===== config.mk =====
export PLATFORM = sky130hd
export DESIGN_NAME = htd_debug_csrs
export DESIGN_NICKNAME = d
export VERILOG_FILES = /design/src/logic/htd_pkg.sv /design/src/logic/htd_trig_if.sv /design/src/logic/htd_debug_csrs.sv /design/src/logic/htd_trig_bank.sv
export SDC_FILE = /design/constraint.sdc
export NUM_CORES = 1
export LEC_CHECK = 0
export BUFFER_PORTS_ARGS = -buffer_cell sky130_fd_sc_hd__buf_2
export CELL_PAD_IN_SITES_DETAIL_PLACEMENT = 1
export CELL_PAD_IN_SITES_GLOBAL_PLACEMENT = 2
export CORE_MARGIN = 3
export CORE_UTILIZATION = 44
export CTS_CLUSTER_DIAMETER = 80
export DETAILED_ROUTE_END_ITERATION = 10
export PLACE_DENSITY = 0.89
export REMOVE_ABC_BUFFERS = 1
export SETUP_SLACK_MARGIN = 0.2
export SLEW_MARGIN = 20
export SYNTH_ARGS = -nofsm -noshare
export SYNTH_HDL_FRONTEND = slang
export SYNTH_SLANG_ARGS = --single-unit

===== constraint.sdc =====
create_clock -name i_core_clk -period 8 [get_ports i_core_clk]
set_clock_uncertainty 0.05 [all_clocks]
set_input_delay 2 -clock i_core_clk [delete_from_list [all_inputs] [get_ports i_core_clk]]
set_output_delay 2 -clock i_core_clk [all_outputs]
set_load 0.01 [all_outputs]

===== src/logic/htd_pkg.sv =====
// Package: CSR addresses, field layout and constants of the debug CSR block
package htd_pkg;
  localparam logic [11:0] CSR_TRIGGER_SELECT = 12'h07A0;
  localparam logic [11:0] CSR_TRIGGER_DATA_FIRST = 12'h07A1;
  localparam logic [11:0] CSR_TRIGGER_DATA_SECOND = 12'h07A2;
  localparam logic [11:0] CSR_TRIGGER_DATA_THIRD = 12'h07A3;
  localparam logic [11:0] CSR_DEBUG_CONTROL = 12'h07B0;
  localparam logic [11:0] CSR_DEBUG_PC = 12'h07B1;
  localparam logic [11:0] CSR_DEBUG_SCRATCH = 12'h07B2;
  localparam int XLEN = 32;
  localparam int TYPE_MSB = 31;
  localparam int TYPE_LSB = 28;
  localparam int DMODE_BIT = 27;
  localparam int MASKMAX_MSB = 26;
  localparam int MASKMAX_LSB = 21;
  localparam int SELECT_BIT = 19;
  localparam int TIMING_BIT = 18;
  localparam int ACTION_MSB = 17;
  localparam int ACTION_LSB = 12;
  localparam logic [3:0] TYPE_NONE = 4'h0;
  localparam logic [3:0] TYPE_MATCH = 4'h2;
  localparam logic [5:0] MASKMAX_VAL = 6'h04;
  localparam logic [5:0] ACTION_MAX = 6'h01;
  localparam int NUM_TRIGGERS = 8;
  localparam logic [31:0] DEBUG_CONTROL_RST = 32'h4000_0003;
  localparam logic [31:0] ZERO_WORD = 32'h0000_0000;
  typedef enum logic [1:0] {HTD_OP_NONE, HTD_OP_READ, HTD_OP_WRITE} htd_op_t;
endpackage


===== src/logic/htd_trig_if.sv =====
// Interface: access path between the CSR decoder and the trigger bank
`timescale 1ns/1ps
`default_nettype none
interface htd_trig_if #(parameter int IDX_W = 3);
  logic [IDX_W-1:0] sel;
  logic [1:0]       field;
  logic             wr;
  logic             dbg;
  logic [31:0]      wdata;
  logic [31:0]      rdata;
  logic             dmode;
  modport ctl  (output sel, field, wr, dbg, wdata, input rdata, dmode);
  modport bank (input sel, field, wr, dbg, wdata, output rdata, dmode);
endinterface
`default_nettype wire


===== src/logic/htd_debug_csrs.sv =====
// Module: per-hart debug and trigger CSR set
// Function
// [RL1] Trigger CSRs debug/machine; debug CSRs debug only
// [RL2] Selection index picks the trigger data bank
// [RL3] Selection index is full-width write-any-read-legal
// [RL4] Unimplemented index writes leave a legal value
// [RL5] Software checks type code for existence
// [RL6] Trigger data registers full-width, banked by index
// [RL7] Read-only type nibble atop first data
// [RL8] Type 0 absent, 2 match, others reserved
// [RL9] Debug-view bit reserves trigger for debug
// [RL10] Machine access to debug-view trigger is illegal
// [RL11] Debug entry copies program counter to debug PC
// [RL12] Debug exit resumes at debug PC
// [RL13] Scratch reserved for debug firmware use
// [RL14] Match triggers report read-only type 2
// [RL15] Eight breakpoint triggers per hart
// [RL16] Standard CSR addresses; bad privilege is illegal
`timescale 1ns/1ps
`default_nettype none
module htd_debug_csrs #(
  parameter int NUM_TRIG = htd_pkg::NUM_TRIGGERS
) (
  input  wire logic        i_core_clk,    // Core clock, 50 MHz
  input  wire logic        i_srst,        // Synchronous reset, active high
  input  wire logic        i_csr_valid,   // CSR access request, one cycle
  input  wire logic        i_csr_write,   // 1 write, 0 read
  input  wire logic [11:0] i_csr_addr,    // CSR address
  input  wire logic [31:0] i_csr_wdata,   // Write data
  input  wire logic        i_debug_mode,  // Core is in debug mode
  input  wire logic        i_debug_enter, // Pulse: entering debug mode
  input  wire logic        i_debug_exit,  // Pulse: leaving debug mode
  input  wire logic [31:0] i_pc,          // Current program counter
  output logic             o_csr_ack,     // Access answered
  output logic [31:0]      o_csr_rdata,   // Read data
  output logic             o_csr_illegal, // Illegal instruction exception
  output logic             o_resume,      // Pulse: resume at o_resume_pc
  output logic [31:0]      o_resume_pc    // Resume address
);
  localparam int IDX_W = (NUM_TRIG > 1) ? $clog2(NUM_TRIG) : 1;

  if (NUM_TRIG < 1 || NUM_TRIG > 256) begin : g_bad_num
    $error("NUM_TRIG out of range");
  end

  // ------------------------------------------------------------
  // Decode
  // ------------------------------------------------------------
  function automatic logic is_trig_data(input logic [11:0] a);
    return a == htd_pkg::CSR_TRIGGER_DATA_FIRST || a == htd_pkg::CSR_TRIGGER_DATA_SECOND ||
           a == htd_pkg::CSR_TRIGGER_DATA_THIRD;
  endfunction
  function automatic logic is_debug_only(input logic [11:0] a);
    return a == htd_pkg::CSR_DEBUG_CONTROL || a == htd_pkg::CSR_DEBUG_PC ||
           a == htd_pkg::CSR_DEBUG_SCRATCH;
  endfunction

  logic [31:0]      sel_r;
  logic [31:0]      dcsr_r;
  logic [31:0]      dpc_r;
  logic [31:0]      scratch_r;
  logic [31:0]      rd_nxt;
  logic             illegal_nxt;
  logic             ok;
  htd_pkg::htd_op_t op;

  htd_trig_if #(.IDX_W(IDX_W)) tif ();

  htd_trig_bank #(.NUM(NUM_TRIG), .IDX_W(IDX_W)) u_bank (
    .i_core_clk (i_core_clk),
    .i_srst     (i_srst),
    .t          (tif.bank)
  );

  always_comb begin
    op = htd_pkg::HTD_OP_NONE;
    if (i_csr_valid)
      op = i_csr_write ? htd_pkg::HTD_OP_WRITE : htd_pkg::HTD_OP_READ;
  end

  always_comb begin
    illegal_nxt = 1'b0;
    if (op != htd_pkg::HTD_OP_NONE) begin
      if (is_debug_only(i_csr_addr) && !i_debug_mode)                  // RL1 RL16
        illegal_nxt = 1'b1;
      else if (is_trig_data(i_csr_addr) && !i_debug_mode && tif.dmode) // RL10 RL9
        illegal_nxt = 1'b1;
      else if (!is_debug_only(i_csr_addr) && !is_trig_data(i_csr_addr) &&
               i_csr_addr != htd_pkg::CSR_TRIGGER_SELECT)              // RL16
        illegal_nxt = 1'b1;
    end
  end
  assign ok = (op == htd_pkg::HTD_OP_WRITE) && !illegal_nxt;

  assign tif.sel   = sel_r[IDX_W-1:0];                                 // RL2
  assign tif.field = 2'(i_csr_addr - htd_pkg::CSR_TRIGGER_DATA_FIRST);
  assign tif.wr    = ok && is_trig_data(i_csr_addr);
  assign tif.dbg   = i_debug_mode;
  assign tif.wdata = i_csr_wdata;

  // ------------------------------------------------------------
  // Selection index
  // ------------------------------------------------------------
  always_ff @(posedge i_core_clk) begin
    if (i_srst)
      sel_r <= htd_pkg::ZERO_WORD;
    else if (ok && i_csr_addr == htd_pkg::CSR_TRIGGER_SELECT) begin
      if (i_csr_wdata < 32'(NUM_TRIG))                                 // RL3 RL4
        sel_r <= i_csr_wdata;
    end
  end

  // ------------------------------------------------------------
  // Debug control, PC and scratch
  // ------------------------------------------------------------
  always_ff @(posedge i_core_clk) begin
    if (i_srst)
      dcsr_r <= htd_pkg::DEBUG_CONTROL_RST;
    else if (ok && i_csr_addr == htd_pkg::CSR_DEBUG_CONTROL)
      dcsr_r <= i_csr_wdata;
  end

  always_ff @(posedge i_core_clk) begin
    if (i_srst)
      dpc_r <= htd_pkg::ZERO_WORD;
    else if (i_debug_enter)
      dpc_r <= i_pc;                                                   // RL11
    else if (ok && i_csr_addr == htd_pkg::CSR_DEBUG_PC)
      dpc_r <= i_csr_wdata;
  end

  always_ff @(posedge i_core_clk) begin
    if (i_srst)
      scratch_r <= htd_pkg::ZERO_WORD;
    else if (ok && i_csr_addr == htd_pkg::CSR_DEBUG_SCRATCH)
      scratch_r <= i_csr_wdata;                                        // RL13
  end

  always_ff @(posedge i_core_clk) begin
    if (i_srst) begin
      o_resume    <= 1'b0;
      o_resume_pc <= htd_pkg::ZERO_WORD;
    end else begin
      o_resume <= i_debug_exit;                                        // RL12
      if (i_debug_exit)
        o_resume_pc <= dpc_r;
    end
  end

  // ------------------------------------------------------------
  // Answer
  // ------------------------------------------------------------
  always_comb begin
    rd_nxt = htd_pkg::ZERO_WORD;
    if (!illegal_nxt) begin
      case (i_csr_addr)
        htd_pkg::CSR_TRIGGER_SELECT:      rd_nxt = sel_r;
        htd_pkg::CSR_TRIGGER_DATA_FIRST,
        htd_pkg::CSR_TRIGGER_DATA_SECOND,
        htd_pkg::CSR_TRIGGER_DATA_THIRD:  rd_nxt = tif.rdata;          // RL6 RL7 RL8
        htd_pkg::CSR_DEBUG_CONTROL:       rd_nxt = dcsr_r;
        htd_pkg::CSR_DEBUG_PC:            rd_nxt = dpc_r;
        htd_pkg::CSR_DEBUG_SCRATCH:       rd_nxt = scratch_r;
        default:                          rd_nxt = htd_pkg::ZERO_WORD;
      endcase
    end
  end

  always_ff @(posedge i_core_clk) begin
    if (i_srst) begin
      o_csr_ack     <= 1'b0;
      o_csr_illegal <= 1'b0;
      o_csr_rdata   <= htd_pkg::ZERO_WORD;
    end else begin
      o_csr_ack     <= i_csr_valid;
      o_csr_illegal <= illegal_nxt;
      o_csr_rdata   <= rd_nxt;
    end
  end

  // ------------------------------------------------------------
  // Checks
  // ------------------------------------------------------------
  a_sel_legal: assert property (@(posedge i_core_clk) disable iff (i_srst)  // RL4
    sel_r < 32'(NUM_TRIG))
    else $error("selection index names unimplemented trigger");
  a_dbg_only_m: assert property (@(posedge i_core_clk) disable iff (i_srst)  // RL1
    i_csr_valid && !i_debug_mode && is_debug_only(i_csr_addr) |=> o_csr_illegal && o_csr_ack)
    else $error("debug-only CSR accessed from machine mode without trap");
  a_trig_m_ok: assert property (@(posedge i_core_clk) disable iff (i_srst)  // RL1
    i_csr_valid && i_csr_addr == htd_pkg::CSR_TRIGGER_SELECT |=> !o_csr_illegal)
    else $error("selection register access trapped");
  a_dmode_trap: assert property (@(posedge i_core_clk) disable iff (i_srst)  // RL10
    i_csr_valid && !i_debug_mode && tif.dmode && is_trig_data(i_csr_addr) |=> o_csr_illegal)
    else $error("machine access to debug-view trigger not trapped");
  a_dpc_capture: assert property (@(posedge i_core_clk) disable iff (i_srst)  // RL11
    i_debug_enter |=> dpc_r == $past(i_pc))
    else $error("debug PC not captured on entry");
  a_resume_pc: assert property (@(posedge i_core_clk) disable iff (i_srst)  // RL12
    i_debug_exit |=> o_resume && o_resume_pc == $past(dpc_r))
    else $error("resume not at debug PC");
  a_resume_pulse: assert property (@(posedge i_core_clk) disable iff (i_srst)  // RL12
    !i_debug_exit |=> !o_resume)
    else $error("resume pulse without exit");
  a_type_read: assert property (@(posedge i_core_clk) disable iff (i_srst)  // RL7
    i_csr_valid && !i_csr_write && !illegal_nxt && i_csr_addr == htd_pkg::CSR_TRIGGER_DATA_FIRST
    |=> o_csr_rdata[htd_pkg::TYPE_MSB:htd_pkg::TYPE_LSB] == htd_pkg::TYPE_MATCH)
    else $error("first trigger data type code wrong");
  a_sel_write: assert property (@(posedge i_core_clk) disable iff (i_srst)  // RL3
    ok && i_csr_addr == htd_pkg::CSR_TRIGGER_SELECT && i_csr_wdata < 32'(NUM_TRIG)
    |=> sel_r == $past(i_csr_wdata))
    else $error("legal index write not kept");
  a_unmapped: assert property (@(posedge i_core_clk) disable iff (i_srst)  // RL16
    i_csr_valid && !is_trig_data(i_csr_addr) && !is_debug_only(i_csr_addr) &&
    i_csr_addr != htd_pkg::CSR_TRIGGER_SELECT |=> o_csr_illegal)
    else $error("unmapped CSR not trapped");
  a_ack_answer: assert property (@(posedge i_core_clk) disable iff (i_srst)  // RL16
    i_csr_valid |=> o_csr_ack)
    else $error("access not answered");
  a_trap_zero: assert property (@(posedge i_core_clk) disable iff (i_srst)  // RL10
    o_csr_illegal |-> o_csr_rdata == htd_pkg::ZERO_WORD)
    else $error("trapped access returned data");
endmodule
`default_nettype wire


===== src/logic/htd_trig_bank.sv =====
// Module: bank of trigger registers reached through the selection index
`timescale 1ns/1ps
`default_nettype none
module htd_trig_bank #(
  parameter int NUM = htd_pkg::NUM_TRIGGERS,
  parameter int IDX_W = 3
) (
  input  wire logic i_core_clk,  // Core clock
  input  wire logic i_srst,      // Synchronous reset
  htd_trig_if.bank  t            // Access path
);
  logic [31:0] ctl_r  [NUM];
  logic [31:0] addr_r [NUM];
  logic [31:0] aux_r  [NUM];
  logic [31:0] cur;

  if (NUM < 1 || NUM > (1 << IDX_W)) begin : g_bad_num
    $error("NUM out of range");
  end

  // ------------------------------------------------------------
  // Storage
  // ------------------------------------------------------------
  // Debug-view bit may only be changed from debug mode
  function automatic logic [31:0] legal_ctl(input logic [31:0] w, input logic [31:0] old, input logic dbg);
    logic [31:0] v;
    v = w;
    v[htd_pkg::TYPE_MSB:htd_pkg::TYPE_LSB] = htd_pkg::TYPE_MATCH;       // RL7 RL14
    v[htd_pkg::MASKMAX_MSB:htd_pkg::MASKMAX_LSB] = htd_pkg::MASKMAX_VAL;
    v[htd_pkg::SELECT_BIT] = 1'b0;
    v[htd_pkg::TIMING_BIT] = 1'b0;
    if (w[htd_pkg::ACTION_MSB:htd_pkg::ACTION_LSB] > htd_pkg::ACTION_MAX)
      v[htd_pkg::ACTION_MSB:htd_pkg::ACTION_LSB] = old[htd_pkg::ACTION_MSB:htd_pkg::ACTION_LSB];
    if (!dbg)
      v[htd_pkg::DMODE_BIT] = old[htd_pkg::DMODE_BIT];                 // RL9
    return v;
  endfunction

  generate
    for (genvar g = 0; g < NUM; g++) begin : g_trig                    // RL15
      always_ff @(posedge i_core_clk) begin
        if (i_srst) begin
          ctl_r[g]  <= {htd_pkg::TYPE_MATCH, 1'b0, htd_pkg::MASKMAX_VAL, 21'h00_0000};
          addr_r[g] <= htd_pkg::ZERO_WORD;
          aux_r[g]  <= htd_pkg::ZERO_WORD;
        end else if (t.wr && t.sel == IDX_W'(g)) begin                 // RL2 RL6
          if (t.field == 2'd0)
            ctl_r[g] <= legal_ctl(t.wdata, ctl_r[g], t.dbg);
          else if (t.field == 2'd1)
            addr_r[g] <= t.wdata;
          else if (t.field == 2'd2)
            aux_r[g] <= t.wdata;                                       // RL6
        end
      end
    end
  endgenerate

  // ------------------------------------------------------------
  // Read path
  // ------------------------------------------------------------
  always_comb begin
    cur = htd_pkg::ZERO_WORD;
    case (t.field)
      2'd0:    cur = ctl_r[t.sel];
      2'd1:    cur = addr_r[t.sel];
      2'd2:    cur = aux_r[t.sel];                                    // RL6
      default: cur = htd_pkg::ZERO_WORD;                              // Unused field code reads zero
    endcase
  end
  assign t.rdata = cur;
  assign t.dmode = ctl_r[t.sel][htd_pkg::DMODE_BIT];

  a_type_fixed: assert property (@(posedge i_core_clk) disable iff (i_srst)  // RL14
    ctl_r[t.sel][htd_pkg::TYPE_MSB:htd_pkg::TYPE_LSB] == htd_pkg::TYPE_MATCH)
    else $error("trigger type code not 2");
endmodule
`default_nettype wire


Yosys cells after proc, flatten, opt, wreduce, memory -nomap -nowiden
Memories as Yosys holds them, arrays and structs flattened. A register that Yosys moved wholly into a read port is not among the register bits. Index checks and enable logic that the tools add are counted.

Bits of input ports: 83. Memories: 3. RAM bits: 672. Word-level logic and storage cells: 355. Flip-flop bits (word level): 195. Output and inout port bits: 67.

Memories: u_bank.addr_r (depth 8, width 32, read ports 1, clocked after memory_dff 1, write ports 8, RTL line htd_trig_bank.sv:13) `logic [31:0] addr_r [NUM];`; u_bank.aux_r (depth 8, width 32, read ports 1, clocked after memory_dff 1, write ports 8, RTL line htd_trig_bank.sv:14) `logic [31:0] aux_r [NUM];`; u_bank.ctl_r (depth 8, width 20, read ports 1, clocked after memory_dff 1, write ports 8, RTL line htd_trig_bank.sv:12) `logic [31:0] ctl_r [NUM];`.

Eq/ne operators: 34. Mux-type cells: 208. Magnitude comparators: 2. Add/sub/neg operators: 1. Reductions and logical operators: 50. Bitwise gates (word level): 48.

Operator list (number): 2-to-1 mux 32 bit (18); 2-to-1 mux 6 bit (40); one-hot mux 32 bit (5 select lines) (1); 2-to-1 mux 1 bit (132); 2-to-1 mux 12 bit (8); one-hot mux 32 bit (3 select lines) (1); equality test 12 x 11 -> 1 bit (second input constant) (7); inequality test 4 bit (second input constant) (16); OR 1 bit (48); AND reduction 2 bit (17); < comparator 32 x 4 -> 1 bit (second input constant) (1); logical AND 1 bit (19); 2-to-1 mux 3 bit (6); equality test 3 bit (second input constant) (4); inequality test 12 x 11 -> 1 bit (second input constant) (1); equality test 3 x 2 -> 1 bit (second input constant) (2); > comparator 6 x 1 -> 1 bit (second input constant) (1); equality test 2 bit (second input constant) (2); logical NOT 1 bit (4); logical OR 1 bit (4); 2-to-1 mux 2 bit (2); nonzero test 2 bit (2); equality test 3 x 1 -> 1 bit (second input constant) (1); logical NOT 3 bit (1); other kinds (5) (5).

Logic depth before layout (Yosys ltp)
Word-level depth: 19. Depth in mapped cells: 9. Mapped depth without buffers: 5.

Modules after synthesis
From an unflattened synthesis, not the netlist that was laid out.

Cell total of the unflattened synthesis: 2923. Area total of the unflattened synthesis: 38783.4 µm².

Modules (own cells, without submodules): htd_trig_bank (times used 1, sequential area each 20179.4 µm², area each 30650.6 µm², cells an instance 2026); htd_debug_csrs (times used 1, sequential area each 3903.7 µm², area each 8132.8 µm², cells an instance 897).

Worst setup path after synthesis
OpenSTA, ideal clock, no wires.

Kind: input-to-reg. Start point: input port i_csr_addr[3]. End point: memory u_bank.addr_r[0][0], enable pin. Setup time: 0.470 ns. Arrival time: 6.085 ns. Path buffers: 3. Required time: 7.480 ns. Setup slack: 1.395 ns. Stages: 8. Cells stage by stage: or3b_4 -> nor4_2 -> o21ai_1 -> or3_1 -> buf_2 -> buf_6 -> buf_6 -> o31ai_1.

RTL lines: start, declared (RTL line htd_debug_csrs.sv:28) `input wire logic [11:0] i_csr_addr,`; end, declared (RTL line htd_trig_bank.sv:13).

==> impl_metrics.toml <==
[outcome]
status = "completed"

[pwr]
p_total_mw = 9.93
p_leak_nw = 14.1
powerDensity_mw_per_mm2 = 229
irDropWorstVdd_uv = 161

[global_route]
grt_pass1_vias = 28000
use_met2_pct = 46.2
grt_use_total_pct = 29.3
grt-busiest-layer = "met2"
globalRouteMet1Util_pct = 37.7
grt_overflow = 0
grt_util_met3_pct = 8.50
antenna_found_initial = 11
grt_max_degree = 168
grt_pass1_wl_microns = 194000

[finish]
stdcell_area_sq_mm = 0.0434
drive_gt1_share_pct = 21.7
syn_to_final_growth_pct = 13.4
nets = 3015

[floorplan]
pin_count = 150
row_count = 107
start_util_pct = 44.6
die_h_microns = 301
core_area_sq_mm = 0.0857
design.die.area_sq_mm = 0.0905
die_x_microns = 301

[timing]
worst_slack_ns = 2.26
tightest_slew_ns = 1.24
period_share_pct = 71.8
rsz0062_at_grt = "false"
setup_viol = 0
relSlewSlack_pct = 17.1
fmax_mhz = 174
hold_viol_final = 0
finalMaxSlewViolations = 0
final.min_clock_period_ns = 5.74

[worst_setup_path]
worst_setup_path_end_kind = "flop"
max_stage_delay_ns = 1.03
cp.arrival_ns = 6.01
slowest_stage = "o31ai_4"
required_ns = 8.27
critPathKind = "in -> reg"
cp_max_fo = 68
startpoint_type = "input pin"
cp_cell_sequence = "buf_2 > or3b_4 > nor4_2 > o21ai_1 > or3_4 > o31ai_4 > buf_4"

[logic_synthesis]
synth_area_leaders = "edfxtp_1, dfxtp_1, mux4_2, nor3_1, mux2i_1"
synthDistinctLibCells = 52
synth_top_area_cell = "edfxtp_1"
avgSynthCellArea_sq_um = 13.3
netlist_instances = 2867
synth_top_area_share_pct = 52.8
async_flop_share_pct = 0
ys_ff_latch = 870
syn_area_sq_mm = 0.0382
synth_edf_count = 672
yosysWarnings = 0
yosysSeqAreaShare_pct = 63.2
synth_flop_cell = "edfxtp_1"

[routing]
wl_per_cell_microns = 32.3
final_antenna_net_count = 0
drc = 0
drt_iter0_markers = 3681
vias = 27100
viasPerCell = 6.52
wl_microns = 134000
first_pass_iters = 6

[placement]
place_area_sq_mm = 0.0403
hpwlAfterDp_microns = 82700
place_congestion = 0.867
io_buffers = 149
place_ws_ns = 1.81

[clock_network]
cts_resized = 0
numCtsBuffers = 93
ctsHoldBuffers = 0
h-tree-depth = 3
clockBufferDepth = 3
clock-root-buffer = "clkbuf_16"
cts_sinks = 870
cts_tree = "built"
path_clk_slew_ns = 0.06
insertion_delay_ns = 0.67
cts_setup_buffers = 0

[worst_hold_path]
min_path_type = "reg -> reg"

[flow_run]
maxCapViolations = 0
-- cell families after synthesis --
group / Yosys count / synth area share [%]
adders and majority gates: 1 / 0.0262
and+or+nand+nor: 1119 / 14.4
buffers and inverters: 297 / 3.11
AOI/OAI and AO/OA: 198 / 3.62
DFF: 870 / 63.2
other: 1 / 0.00981
muxes: 381 / 15.6
-- worst max-delay path, delay by kind of cell --
| family | cells | cell delay [ns] |
|---|---|---|
| AND/OR/NAND/NOR | 3 | 1.96 |
| AO/OA/AOI/OAI | 2 | 1.46 |
| buffers and inverters | 2 | 0.58 |
-- Yosys cell counts (39+ instances only) --
cell type and instances:
o21ai_0 39, nand3_1 57, mux4_2 168, mux2i_1 174, nor2_1 336, edfxtp_1 672, clkbuf_1 224, nor3_1 359
nor4_1 87, dfxtp_1 198, nand2_1 119
-- power breakdown --
part | switching, mW | total [mW] | internal [mW] | leakage [nW]
logic | 0.330 | 0.468 | 0.138 | 4.53
registers | 0.0744 | 5.12 | 5.05 | 8.05
clock network | 1.83 | 4.34 | 2.51 | 1.53
total | 2.24 | 9.93 | 7.70 | 14.1
-- final timing paths --
path                          endpoint     startpoint  slack (ns)  depth (start not counted)
setup / recovery  u_bank.addr_r[4][21]  i_csr_addr[3]        2.26                          7
hold / removal               sel_r[20]      sel_r[20]        0.41                          1
setup reg to reg  u_bank.addr_r[4][21]           flop        3.24                          6
hold reg to reg              sel_r[20]      sel_r[20]        0.41                          1
-- sequential cells by signal, indices dropped and copies added (netlist names), named ones only --
name           flops
u_bank.addr_r    256
u_bank.aux_r     256
u_bank.ctl_r     160
dcsr_r            32
dpc_r             32
o_csr_rdata       32
o_resume_pc       32
scratch_r         32
sel_r             32
o_csr_ack          1
o_csr_illegal      1
o_resume           1
-- layout by cell type, fill, tap and decap left out, types with 21 or more instances in the layout --
master / instances
clkbuf_16: 95
nand2_1: 116
nor4_2: 26
nor4_1: 84
and3_1: 32
mux2i_1: 174
buf_2: 148
buf_4: 68
conb_1: 40
a211oi_1: 32
edfxtp_1: 672
nand3_1: 57
nor2_1: 331
a21oi_1: 22
mux4_2: 168
mux2_2: 38
nor3_1: 357
nor2b_1: 37
dfxtp_1: 194
and2_1: 33
o22a_1: 21
o21ai_0: 28
-- area by class of cell --
cell class | instances | area [sq um]
Tap cell | 1144 | 1430
Multi-Input combinational cell | 1739 | 13300
Inverter | 5 | 18.8
Sequential cell | 870 | 24200
Antenna cell | 5 | 12.5
Timing Repair Buffer | 223 | 1380
Fill cell | 8549 | 42300
Clock buffer | 140 | 2760
Clock inverter | 32 | 284
-- metrics by stage --
step	hold WS [ns]	std cells	util, %	TNS (ns)
final	0.414	4158	50.6	0
after global routing	0.431	4154	50.6	0
after CTS	0.414	4152	50.5	0
after detailed placement	0.397	3980	47.0	0
after global placement	0.391	3979	47.0	0
after floorplan	0.379	2614	-	-4674.30
-- routing by layer --
layer  part of all wire [%]  vias up
met1                     37    14000
met4                    4.6       16
met2                     47     1732
met5                   0.19        -
met3                     11      348
li1                       -    11000
(Power assumes the default switching activity.)
